File: src/include/dso_pkg.sv
package dso_pkg;

    // ----------------------------------------------------------------
    // register bus geometry
    // ----------------------------------------------------------------
    localparam int AW = 8;
    localparam int DW = 32;

    // ----------------------------------------------------------------
    // register byte offsets
    // ----------------------------------------------------------------
    localparam logic [7:0] ADDR_SEL_BASE   = 8'h00;   // five terminals then relay
    localparam logic [7:0] ADDR_SEL_STRIDE = 8'h04;
    localparam logic [7:0] ADDR_HOURS_LIM  = 8'h18;
    localparam logic [7:0] ADDR_ZS_THR     = 8'h1c;
    localparam logic [7:0] ADDR_TQ_BASE    = 8'h20;   // fwd power, rev regen, rev power, fwd regen
    localparam logic [7:0] ADDR_CURVE      = 8'h30;
    localparam logic [7:0] ADDR_TRIP_W     = 8'h34;
    localparam logic [7:0] ADDR_STATUS     = 8'h38;

    // ----------------------------------------------------------------
    // field widths, positions and limits
    // ----------------------------------------------------------------
    localparam int NTERM   = 5;
    localparam int NSEL    = 6;
    localparam int SEL_W   = 6;
    localparam int LIM_W   = 14;
    localparam int HOURS_W = 21;
    localparam int FREQ_W  = 16;
    localparam int TQ_W    = 8;
    localparam int UNIT_BIT = 16;
    localparam logic [HOURS_W-1:0] HOURS_UNIT_SHORT = 21'h00000a;  // 10 hours
    localparam logic [HOURS_W-1:0] HOURS_UNIT_LONG  = 21'h000064;  // 100 hours
    localparam logic [FREQ_W-1:0]  ZS_THR_MAX = 16'h2710;          // 100.00 Hz in 0.01 Hz
    localparam logic [TQ_W-1:0]    TQ_LIM_MAX = 8'hb4;             // 180 percent

    // ----------------------------------------------------------------
    // terminal function codes
    // ----------------------------------------------------------------
    localparam logic [SEL_W-1:0] FN_ALARM = 6'h05;
    localparam logic [SEL_W-1:0] FN_OTQ   = 6'h07;
    localparam logic [SEL_W-1:0] FN_RNT   = 6'h0b;
    localparam logic [SEL_W-1:0] FN_ONT   = 6'h0c;
    localparam logic [SEL_W-1:0] FN_ZS    = 6'h15;

    // ----------------------------------------------------------------
    // control curves and trip code widths
    // ----------------------------------------------------------------
    localparam logic [2:0] CURVE_VC   = 3'h0;
    localparam logic [2:0] CURVE_SLV  = 3'h3;
    localparam logic [2:0] CURVE_SLV0 = 3'h4;
    localparam logic [2:0] CURVE_VEC  = 3'h5;
    localparam logic [1:0] TW_OFF  = 2'h0;
    localparam logic [1:0] TW_3BIT = 2'h1;
    localparam logic [1:0] TW_4BIT = 2'h2;

    // ----------------------------------------------------------------
    // trip factor numbers and the codes they map to
    // ----------------------------------------------------------------
    localparam int TF_W = 7;
    localparam logic [6:0] TF_01 = 7'h01, TF_04 = 7'h04, TF_05 = 7'h05, TF_06 = 7'h06;
    localparam logic [6:0] TF_07 = 7'h07, TF_08 = 7'h08, TF_09 = 7'h09, TF_10 = 7'h0a;
    localparam logic [6:0] TF_11 = 7'h0b, TF_12 = 7'h0c, TF_13 = 7'h0d, TF_14 = 7'h0e;
    localparam logic [6:0] TF_15 = 7'h0f, TF_16 = 7'h10, TF_20 = 7'h14, TF_21 = 7'h15;
    localparam logic [6:0] TF_23 = 7'h17, TF_24 = 7'h18, TF_25 = 7'h19, TF_29 = 7'h1d;
    localparam logic [6:0] TF_30 = 7'h1e, TF_35 = 7'h23, TF_36 = 7'h24, TF_38 = 7'h26;
    localparam logic [6:0] TF_43 = 7'h2b, TF_45 = 7'h2d, TF_50 = 7'h32, TF_79 = 7'h4f;
    localparam logic [3:0] AC_NORMAL = 4'h0;
    localparam logic [3:0] AC_OTHER3 = 4'h7;   // catch-all of the 3-bit code

endpackage

File: src/rtl/dso_status_outputs.sv
`timescale 1ns/1ps
`default_nettype none

module dso_status_outputs (
    // clock and reset
    input  wire logic                          clock_i,
    input  wire logic                          nrst_i,
    // register port
    input  wire logic [dso_pkg::AW-1:0]        addr_i,
    input  wire logic [dso_pkg::DW-1:0]        wdata_i,
    input  wire logic                          wr_i,
    input  wire logic                          rd_i,
    output logic      [dso_pkg::DW-1:0]        rdata_o,
    // drive quantities
    input  wire logic [dso_pkg::FREQ_W-1:0]    out_freq_i,
    input  wire logic [dso_pkg::FREQ_W-1:0]    motor_speed_i,
    input  wire logic signed [15:0]            torque_i,
    input  wire logic                          reverse_i,
    input  wire logic [dso_pkg::HOURS_W-1:0]   cumulative_run_hours_i,
    input  wire logic [dso_pkg::HOURS_W-1:0]   cumulative_power_hours_i,
    input  wire logic                          tripped_i,
    input  wire logic [dso_pkg::TF_W-1:0]      trip_factor_i,
    // terminals
    output logic      [dso_pkg::NTERM-1:0]     term_o,
    output logic                               relay_o
);
    import dso_pkg::*;

    // ----------------------------------------------------------------
    // helpers
    // ----------------------------------------------------------------
    // picks the status signal that a selector code names
    function automatic logic pick(input logic [SEL_W-1:0] code, input logic [4:0] fl);
        logic r;
        r = 1'b0;
        if (code == FN_RNT) r = fl[0];
        else if (code == FN_ONT) r = fl[1];
        else if (code == FN_ZS) r = fl[2];
        else if (code == FN_OTQ) r = fl[3];
        else if (code == FN_ALARM) r = fl[4];
        return r;
    endfunction

    // saturates a written word at its documented top; the whole word is
    // compared so that high bits clip instead of wrapping to a small value
    function automatic logic [DW-1:0] sat_word(input logic [DW-1:0] v,
                                               input logic [DW-1:0] top);
        return (v > top) ? top : v;
    endfunction

    // ----------------------------------------------------------------
    // configuration registers
    // ----------------------------------------------------------------
    logic [SEL_W-1:0]  sel_reg [NSEL];
    logic [LIM_W-1:0]  lim_val_reg;
    logic              lim_unit_reg;
    logic [FREQ_W-1:0] zs_thr_reg;
    logic [TQ_W-1:0]   tq_lim_reg [4];
    logic [2:0]        curve_reg;
    logic [1:0]        trip_w_reg;

    // ----------------------------------------------------------------
    // status and output registers
    // ----------------------------------------------------------------
    logic              run_over_reg;
    logic              power_over_reg;
    logic              zero_speed_reg;
    logic              overtorque_reg;
    logic [3:0]        alarm_code_reg;
    logic [NTERM-1:0]  term_reg;
    logic              relay_reg;
    logic [DW-1:0]     rdata_reg;

    // ----------------------------------------------------------------
    // write decode
    // ----------------------------------------------------------------
    logic [NSEL-1:0]   wr_sel;
    logic [3:0]        wr_tq;
    wire               wr_lim   = wr_i && (addr_i == ADDR_HOURS_LIM);
    wire               wr_zs    = wr_i && (addr_i == ADDR_ZS_THR);
    wire               wr_curve = wr_i && (addr_i == ADDR_CURVE);
    wire               wr_tw    = wr_i && (addr_i == ADDR_TRIP_W);

    // one selector per terminal plus the relay
    genvar gi;
    generate
        for (gi = 0; gi < NSEL; gi++) begin : g_sel
            assign wr_sel[gi] = wr_i &&
                (addr_i == ADDR_SEL_BASE + 8'(gi) * ADDR_SEL_STRIDE);
            always_ff @(posedge clock_i or negedge nrst_i) begin
                if (!nrst_i) sel_reg[gi] <= '0;
                else if (wr_sel[gi]) sel_reg[gi] <= wdata_i[SEL_W-1:0];
            end
        end
        for (gi = 0; gi < 4; gi++) begin : g_tq
            assign wr_tq[gi] = wr_i &&
                (addr_i == ADDR_TQ_BASE + 8'(gi) * ADDR_SEL_STRIDE);
            always_ff @(posedge clock_i or negedge nrst_i) begin
                if (!nrst_i) tq_lim_reg[gi] <= '0;
                else if (wr_tq[gi])
                    tq_lim_reg[gi] <= TQ_W'(sat_word(wdata_i, DW'(TQ_LIM_MAX)));
            end
        end
    endgenerate

    // scalar settings; the zero-speed threshold clips rather than wraps, the hours limit keeps only its low bits
    always_ff @(posedge clock_i or negedge nrst_i) begin
        if (!nrst_i) begin
            lim_val_reg  <= '0;
            lim_unit_reg <= 1'b0;
            zs_thr_reg   <= '0;
            curve_reg    <= CURVE_VC;
            trip_w_reg   <= TW_OFF;
        end else begin
            if (wr_lim) begin
                lim_val_reg  <= wdata_i[LIM_W-1:0];
                lim_unit_reg <= wdata_i[UNIT_BIT];
            end
            if (wr_zs) zs_thr_reg <= FREQ_W'(sat_word(wdata_i, DW'(ZS_THR_MAX)));
            if (wr_curve) curve_reg <= wdata_i[2:0];
            if (wr_tw) trip_w_reg <= wdata_i[1:0];
        end
    end

    // ----------------------------------------------------------------
    // hours warnings
    // ----------------------------------------------------------------
    wire [HOURS_W-1:0] lim_hours = HOURS_W'(lim_val_reg) *
        (lim_unit_reg ? HOURS_UNIT_LONG : HOURS_UNIT_SHORT);
    wire lim_enabled = (lim_val_reg != '0);
    wire run_over_next = lim_enabled && (cumulative_run_hours_i > lim_hours);
    wire power_over_next = lim_enabled && (cumulative_power_hours_i > lim_hours);

    // ----------------------------------------------------------------
    // zero speed
    // ----------------------------------------------------------------
    wire [FREQ_W-1:0] zs_src = (curve_reg == CURVE_VEC) ? motor_speed_i : out_freq_i;
    wire zero_speed_next = (zs_src < zs_thr_reg);

    // ----------------------------------------------------------------
    // over-torque: quadrant from direction and torque sign
    // ----------------------------------------------------------------
    wire        tq_neg = torque_i[15];
    wire [15:0] tq_mag = tq_neg ? 16'(-torque_i) : 16'(torque_i);
    // index order: fwd power, rev regen, rev power, fwd regen
    wire [1:0]  quad = !reverse_i ? (tq_neg ? 2'h3 : 2'h0) : (tq_neg ? 2'h2 : 2'h1);
    wire        vec_curve = (curve_reg == CURVE_SLV) || (curve_reg == CURVE_SLV0) ||
                            (curve_reg == CURVE_VEC);
    // held low outside vector curves so the pin never shows noise
    wire overtorque_next = vec_curve &&
                           (tq_mag > {8'h00, tq_lim_reg[quad]});

    // ----------------------------------------------------------------
    // trip code and terminal mux
    // ----------------------------------------------------------------
    logic [3:0] code_next;

    dso_trip_encoder u_enc (
        .tripped_i (tripped_i),
        .factor_i  (trip_factor_i),
        .width_i   (trip_w_reg),
        .code_o    (code_next)
    );

    wire [4:0] flags_next = {tripped_i, overtorque_next, zero_speed_next,
                             power_over_next, run_over_next};
    logic [NTERM-1:0] term_next;

    // trip code overrides the low terminals in 3- and 4-bit modes
    generate
        for (gi = 0; gi < NTERM; gi++) begin : g_term
            if (gi < 3) begin : g_ac3
                assign term_next[gi] = (trip_w_reg == TW_3BIT || trip_w_reg == TW_4BIT) ?
                    code_next[gi] : pick(sel_reg[gi], flags_next);
            end else if (gi == 3) begin : g_ac4
                assign term_next[gi] = (trip_w_reg == TW_4BIT) ?
                    code_next[gi] : pick(sel_reg[gi], flags_next);
            end else begin : g_plain
                assign term_next[gi] = pick(sel_reg[gi], flags_next);
            end
        end
    endgenerate

    // everything is sampled once per clock and pins only see flops
    always_ff @(posedge clock_i or negedge nrst_i) begin
        if (!nrst_i) begin
            run_over_reg   <= 1'b0;
            power_over_reg <= 1'b0;
            zero_speed_reg <= 1'b0;
            overtorque_reg <= 1'b0;
            alarm_code_reg <= AC_NORMAL;
            term_reg       <= '0;
            relay_reg      <= 1'b0;
        end else begin
            run_over_reg   <= run_over_next;
            power_over_reg <= power_over_next;
            zero_speed_reg <= zero_speed_next;
            overtorque_reg <= overtorque_next;
            alarm_code_reg <= code_next;
            term_reg       <= term_next;
            relay_reg      <= pick(sel_reg[NSEL-1], flags_next);
        end
    end

    // ----------------------------------------------------------------
    // read mux; data valid only in the cycle after the strobe
    // ----------------------------------------------------------------
    logic [DW-1:0] rd_mux;
    always_comb begin
        rd_mux = '0;
        for (int k = 0; k < NSEL; k++) begin
            if (addr_i == ADDR_SEL_BASE + 8'(k) * ADDR_SEL_STRIDE)
                rd_mux = DW'(sel_reg[k]);
        end
        for (int k = 0; k < 4; k++) begin
            if (addr_i == ADDR_TQ_BASE + 8'(k) * ADDR_SEL_STRIDE)
                rd_mux = DW'(tq_lim_reg[k]);
        end
        if (addr_i == ADDR_HOURS_LIM)
            rd_mux = DW'({lim_unit_reg, 2'h0, lim_val_reg});
        if (addr_i == ADDR_ZS_THR) rd_mux = DW'(zs_thr_reg);
        if (addr_i == ADDR_CURVE) rd_mux = DW'(curve_reg);
        if (addr_i == ADDR_TRIP_W) rd_mux = DW'(trip_w_reg);
        if (addr_i == ADDR_STATUS)
            rd_mux = DW'({alarm_code_reg, 2'h0, overtorque_reg, zero_speed_reg,
                          power_over_reg, run_over_reg, relay_reg, term_reg});
    end

    always_ff @(posedge clock_i or negedge nrst_i) begin
        if (!nrst_i) rdata_reg <= '0;
        else rdata_reg <= rd_i ? rd_mux : '0;
    end

    assign rdata_o = rdata_reg;
    assign term_o  = term_reg;
    assign relay_o = relay_reg;
endmodule // dso_status_outputs

`default_nettype wire

File: src/rtl/dso_trip_encoder.sv
`timescale 1ns/1ps
`default_nettype none

// maps the latched trip factor to the 3- or 4-bit alarm code
module dso_trip_encoder (
    // trip state
    input  wire logic                      tripped_i,
    input  wire logic [dso_pkg::TF_W-1:0]  factor_i,
    input  wire logic [1:0]                width_i,
    // alarm code
    output logic      [3:0]                code_o
);
    import dso_pkg::*;

    logic [3:0] code4;
    logic [3:0] code3;

    // ----------------------------------------------------------------
    // 4-bit table
    // ----------------------------------------------------------------
    always_comb begin
        code4 = AC_NORMAL;
        if (factor_i >= TF_01 && factor_i <= TF_04) code4 = 4'h1;
        else if (factor_i == TF_05 || factor_i == TF_38) code4 = 4'h2;
        else if (factor_i == TF_07 || factor_i == TF_15) code4 = 4'h3;
        else if (factor_i == TF_09) code4 = 4'h4;
        else if (factor_i == TF_16) code4 = 4'h5;
        else if (factor_i == TF_30) code4 = 4'h6;
        else if (factor_i == TF_06) code4 = 4'h7;
        else if (factor_i == TF_08 || factor_i == TF_11 || factor_i == TF_23 ||
                 factor_i == TF_25 || factor_i == TF_29) code4 = 4'h8;
        else if (factor_i == TF_10) code4 = 4'h9;
        else if (factor_i == TF_12 || factor_i == TF_13 || factor_i == TF_35 ||
                 factor_i == TF_36) code4 = 4'ha;
        else if (factor_i == TF_14) code4 = 4'hb;
        else if (factor_i >= TF_43 && factor_i <= TF_45) code4 = 4'hc;
        else if (factor_i == TF_20 || factor_i == TF_21) code4 = 4'hd;
        else if (factor_i == TF_24) code4 = 4'he;
        else if (factor_i >= TF_50 && factor_i <= TF_79) code4 = 4'hf;
    end

    // ----------------------------------------------------------------
    // 3-bit folding: low-speed overload joins "other"
    // ----------------------------------------------------------------
    assign code3 = (code4 >= 4'h1 && code4 <= 4'h6 && factor_i != TF_38) ? code4 :
                   AC_OTHER3;

    // all-zero means normal; nothing shown until a trip is latched
    assign code_o = !tripped_i            ? AC_NORMAL :
                    (width_i == TW_4BIT)  ? code4 :
                    (width_i == TW_3BIT)  ? code3 : AC_NORMAL;

endmodule // dso_trip_encoder

`default_nettype wire

File: config.mk
export PLATFORM = sky130hd
export DESIGN_NAME = dso_status_outputs
export DESIGN_NICKNAME = d
export VERILOG_FILES = /design/src/include/dso_pkg.sv /design/src/rtl/dso_status_outputs.sv /design/src/rtl/dso_trip_encoder.sv
export SDC_FILE = /design/constraint.sdc
export NUM_CORES = 1
export LEC_CHECK = 0
export ABC_AREA = 1
export BUFFER_PORTS_ARGS = -buffer_cell sky130_fd_sc_hd__buf_2
export CAP_MARGIN = 10
export CELL_PAD_IN_SITES_DETAIL_PLACEMENT = 0
export CELL_PAD_IN_SITES_GLOBAL_PLACEMENT = 1
export CORE_MARGIN = 1
export CORE_UTILIZATION = 45
export CTS_BUF_LIST = sky130_fd_sc_hd__clkbuf_16
export CTS_CLUSTER_DIAMETER = 80
export DETAILED_ROUTE_END_ITERATION = 10
export PLACE_DENSITY_LB_ADDON = 0.1
export SLEW_MARGIN = 20
export SYNTH_ARGS = -nofsm -noshare
export SYNTH_HDL_FRONTEND = slang
export SYNTH_SLANG_ARGS = --single-unit
File: constraint.sdc
create_clock -name clock_i -period 11.7 [get_ports clock_i]
set_clock_uncertainty 0.1 [all_clocks]
set_input_delay 0.585 -clock clock_i [delete_from_list [all_inputs] [get_ports clock_i]]
set_output_delay 0.585 -clock clock_i [all_outputs]
set_load 0.1 [all_outputs]
* Yosys cells after proc, flatten, opt, wreduce, memory -nomap -nowiden
Index checks and enable logic that the tools add are counted.
** Storage, ports and cells
- Logic and storage cells :: 230
- Register bits after elaboration :: 150
- Output and inout bits :: 38
- Bits of input ports :: 143
** Cells by class
- Multiplexer cells :: 80
- Equal/unequal tests :: 72
- Reduce and logical (&&, ||, !) cells :: 37
- Order comparisons :: 15
- Add/subtract/negate cells :: 1
- Bitwise operators :: 1
- Multiply operators :: 1
** Operators with widths (count)
- two-way mux 32 bit :: 15
- two-way mux 4 bit :: 19
- == test 6 x 3 -> 1 bit, second input constant :: 12
- == test 6 x 4 -> 1 bit, second input constant :: 12
- == test 7 x 4 -> 1 bit, second input constant :: 8
- == test 7 x 5 -> 1 bit, second input constant :: 8
- == test 8 x 6 -> 1 bit, second input constant :: 7
- two-way mux 16 bit :: 3
- > comparator 21 bit :: 2
- == test 6 x 5 -> 1 bit, second input constant :: 6
- two-way mux 1 bit :: 34
- == test 8 x 5 -> 1 bit, second input constant :: 4
- > comparator 32 x 14 -> 1 bit, second input constant :: 1
- > comparator 32 x 8 -> 1 bit, second input constant :: 1
- two-way mux 8 bit :: 3
- logical AND 1 bit :: 22
- == test 7 x 3 -> 1 bit, second input constant :: 3
- == test 7 x 6 -> 1 bit, second input constant :: 3
- multiplier 14 x 7 -> 21 bit :: 1
- binary-select mux 8 bit (select 2 bit) :: 1
- == test 8 x 4 -> 1 bit, second input constant :: 2
- > comparator 16 x 8 -> 1 bit :: 1
- less-than comparator 16 bit :: 1
- negation 16 bit :: 1
- other kinds (21) :: 37

* Logic depth before layout (Yosys ltp)
- Depth in word-level cells :: 25
- Depth in mapped cells :: 31
- Depth with buffers taken out :: 30

* Hierarchy
A second synthesis with hierarchy kept.
** Unflattened totals
- Cell total of the unflattened synthesis :: 1676
- Area total of the unflattened synthesis :: 11782.6 um2
** By module, submodules not included
- dso_status_outputs :: area each 11295.8 um2, seq. area each 3378.2 um2, instances 1, cells an instance 1574
- dso_trip_encoder :: area each 486.7 um2, seq. area each 0.0 um2, instances 1, cells an instance 102

* Least setup slack after synthesis
No wires, ideal clock.
- Path type :: register to register
- Start :: register lim_unit_reg
- End :: register relay_reg, in the netlist relay_o
- Path slack :: 6.425 ns
- Library setup time :: 0.127 ns
- Cell stages (with the launch flop) :: 28
- Arrival time :: 5.048 ns
- Required time :: 11.473 ns
- Period minus slack after synthesis :: 5.275 ns
- Path buffers :: 2
- Cells stage by stage :: dfrtp_1 clkbuf_1 clkbuf_1 o21ai_0 ha_1 inv_1 fa_1 inv_1 fa_1 ha_1 ha_1 nand2_1 nor2_1 nand2_1 nand3_2 nand2_1 nand2_1 a21oi_1 o21ai_0 xnor2_1 ha_1 nor4b_1 nand4_1 nor3_1 a21oi_2 and2_4 nand2_1 o211ai_2
** Between the ends
- Longest elaborated chain between the ends :: 6
- Elaborated cells between the ends (all ways) :: 8
- Those cells by class :: 1 x mul; 2 x order compare; 3 x mux; 2 x reduce/logical
** RTL lines
- start, declared :: RTL line dso_status_outputs.sv:56 : logic lim_unit_reg;
- start signal, assigned :: RTL line dso_status_outputs.sv:117 : lim_unit_reg <= wdata_i[UNIT_BIT];
- two-way mux 7 bit :: RTL line dso_status_outputs.sv:129 : (lim_unit_reg ? HOURS_UNIT_LONG : HOURS_UNIT_SHORT);
- multiplier 14 x 7 -> 21 bit :: RTL line dso_status_outputs.sv:128 : wire [HOURS_W-1:0] lim_hours = HOURS_W'(lim_val_reg) *
- > comparator 21 bit :: RTL line dso_status_outputs.sv:132 : wire power_over_next = lim_enabled && (cumulative_power_hours_i > lim_hours);
- logical AND 1 bit :: RTL line dso_status_outputs.sv:132
- net power_over_next :: RTL line dso_status_outputs.sv:132
- two-way mux 1 bit :: RTL line dso_status_outputs.sv:37 : else if (code == FN_ONT) r = fl[1];
- two-way mux 1 bit :: RTL line dso_status_outputs.sv:36 : if (code == FN_RNT) r = fl[0];
- end signal, assigned :: RTL line dso_status_outputs.sv:201 : relay_reg <= pick(sel_reg[NSEL-1], flags_next);
- end, declared :: RTL line dso_status_outputs.sv:71 : logic relay_reg;
The timed path passes the listed nets, and every way through them passes these cells.
A chain may end at the register's enable or synchronous reset.

* Worst setup path in the final report
Same ends and word-level chain as after synthesis.

==> impl_metrics.yaml <==
clock_network:
  cts_setup_buffers: 0
  cts_tree: "yes"
  clock_path_buffers: 2
  root_buffer: "clkbuf_16"
  cts.sinks: 135
  path_clk_slew_ns: 0.07
  clock_latency_ns: 0.43
  ctsHtreeMaxLevel: 4
  hold_buffers: 0
  cts_made_buffers: 17
  cts_resized: 0
synthesis:
  syn_avg_cell_area_um2: 7.10
  ys.flop_type: "dfrtp_1"
  syn-cell-area_um2: 11700
  synthMuxAreaShare: 0.00181
  syn_inst: 1652
  async_reset_ff_frac: 1.00
  yosys.area_share.simple: 0.292
  synthAdderAreaFrac: 0.163
  synth_compound_area_frac: 0.140
  synth_cell_type_count: 59
  synth_edf_count: 0
  synth_top_family_by_area: "simple AND/OR/NAND/NOR gates"
  synth_xor_area_frac: 0.0157
  yosysWarnings: 0
  seq_area_frac_synth: 0.288
  synth-seq-cells: 135
floorplan:
  die-area_um2: 26700
  die_h_um: 163
  core_area_um2: 25400
  fp-row-count: 58
  io_pins: 181
  die_w_um: 163
  start_util: 0.462
detailed_routing:
  drc: 0
  avgRoutedWirePerCell_um: 16.9
  vias: 11490
  wirelength_um: 36200
  detail-route-antenna-nets: 0
  first_pass_iters: 6
  drtIter0Drc: 830
  via_per_inst: 5.37
timing:
  period_minus_slack_ns: 6.36
  relSlewSlack: 0.297
  period_share: 0.543
  fmax_mhz: 157
  setup_viol: 0
  tns_ns: 0
  rsz0062_at_grt: "no"
  hold_viol_final: 0
  slew_viol_final: 0
  tightest_slew_ns: 1.04
finish:
  largest_reg_flops: 36
  n_antenna_cell: 0
  syn2layout_area_growth_pct: 14.1
  drive_gt1_frac: 0.145
  final_util: 0.527
  fin_nets: 2081
worst_setup_path:
  path_class: "reg -> reg"
  critical_path_required_ns: 11.90
  endpoint_kind: "flop"
  crit_arrival_ns: 6.56
  cp-start-kind: "flop"
  cp_max_fo: 39
power:
  max-vdd-ir-drop_v: 0.0000979
  finalPower_uw: 1390
  p_per_area_nw_per_um2: 104
  p_leak_uw: 0.00707
global_routing:
  grt_first_pass_wirelength_um: 56400
  grt_pass1_vias: 10544
  overflow: 0
  grt_start_max_net_pins: 77
  antenna_found_initial: 0
  grt_usage: 0.276
placement:
  gp_congestion: 0.955
  port_buffers: 165
  dp_hpwl_um: 29200
run:
  cap_violations: 0
min_path:
  hold_class: "in -> async"
status:
  status: "finished, final reports clean"
-- Yosys cell counts, types with 18 or more instances --
master | count | share of area
ha_1 | 118 | 0.13
a21oi_1 | 78 | 0.033
nor4_1 | 18 | 0.0096
nor2_1 | 120 | 0.038
dfrtp_1 | 135 | 0.29
nand3_1 | 83 | 0.035
nand2_1 | 421 | 0.13
inv_1 | 233 | 0.075
nor3_1 | 25 | 0.011
o21ai_0 | 162 | 0.069
clkbuf_1 | 38 | 0.012
fa_1 | 22 | 0.038
nand4_1 | 27 | 0.014
-- final timing paths --
check | slack (ns) | cells after the start | end | start
setup reg to reg | 5.34 | 24 | relay_o | lim_unit_reg
hold reg to reg | 0.39 | 2 | tq_lim_reg[1] | tq_lim_reg[1]
setup / recovery | 5.34 | 24 | relay_o | lim_unit_reg
hold / removal | 0.08 | 1 | tq_lim_reg[14] | nrst_i
max in group asynchronous | 10.12 | 2 | lim_val_reg[2] | nrst_i
min in group clock_i | 0.34 | 3 | zs_thr_reg[2] | wdata_i[2]
-- power by group --
part | leakage (uW) | switching [uW] | internal, uW
clock | 0.000289 | 226 | 319
sequential | 0.00174 | 17.7 | 487
combinational | 0.00504 | 227 | 113
-- cells in the final DEF, fill, tap and decap left out, types with 4 or more instances in the layout --
cell	n
o211ai_1	5
nand3_2	16
o22ai_1	5
nor2_1	120
nand3b_1	8
clkbuf_16	17
nand3_1	83
nand2_1	421
a31oi_1	5
nor2_4	4
o21ai_0	162
nor3_1	25
inv_1	233
conb_1	17
o31ai_1	5
nand2_2	13
nor2_2	8
o21ai_1	5
a21oi_2	5
o221ai_1	5
nand4_1	27
xnor2_1	6
dfrtp_1	135
fa_1	22
ha_1	118
a21oi_1	78
buf_2	164
clkinv_4	5
nor4_1	18
xor2_1	15
-- per-layer routing --
| layer | track usage | part of all wire | up-vias |
|---|---|---|---|
| met5 | 0 | 0 | - |
| met4 | 0.0850 | 0.025 | 0 |
| met3 | 0.0399 | 0.056 | 44 |
| met2 | 0.449 | 0.47 | 345 |
| met1 | 0.378 | 0.45 | 5400 |
| li1 | - | - | 5701 |
-- metrics by stage --
stage          setup slack (ns)  area (um2)  cells  hold slack, ns
2_1_floorplan              6.43       11800   1668           0.189
3_3_place_gp               5.70       12800   2109           0.365
3_5_place_dp               5.51       12800   2109           0.374
4_1_cts                    5.44       13400   2141           0.113
5_1_grt                    4.96       13400   2141           0.134
6_report                   5.34       13400   2141          0.0771
-- cell type report --
cell class | instances | area [um2]
clock buffer | 17 | 425
clock inverter | 15 | 170
fill | 2637 | 12000
inverter | 237 | 890
multi-input combinational | 1239 | 7250
sequential | 135 | 3380
tap | 330 | 413
timing repair buffer | 168 | 855
-- logic make-up after synthesis --
kind of cell	Yosys count
other	1
adders and majority gates	140
xor gates and xnor gates	21
buffers and inverters	294
AOI/OAI and AO/OA	297
DFF	135
and+or+nand+nor	762
muxes	2
-- critical path: stages, from the launching register on --
cell      delay (ns)
dfrtp_1         1.00
inv_1           0.32
or3_1           0.44
inv_1           0.08
fa_1            0.42
fa_1            0.49
ha_1            0.30
ha_1            0.36
nand2_1         0.11
inv_1           0.04
nand2_1         0.07
nand3_2         0.11
nand2_1         0.08
nand2_1         0.05
a21oi_1         0.18
o21ai_0         0.16
xnor2_1         0.41
ha_1            0.22
nor4b_1         0.32
nand4_1         0.17
nor3_1          0.27
a21oi_2         0.15
and2_4          0.20
nand2_1         0.07
o211ai_2        0.08
Note: power is estimated with default switching activity, not from simulation.
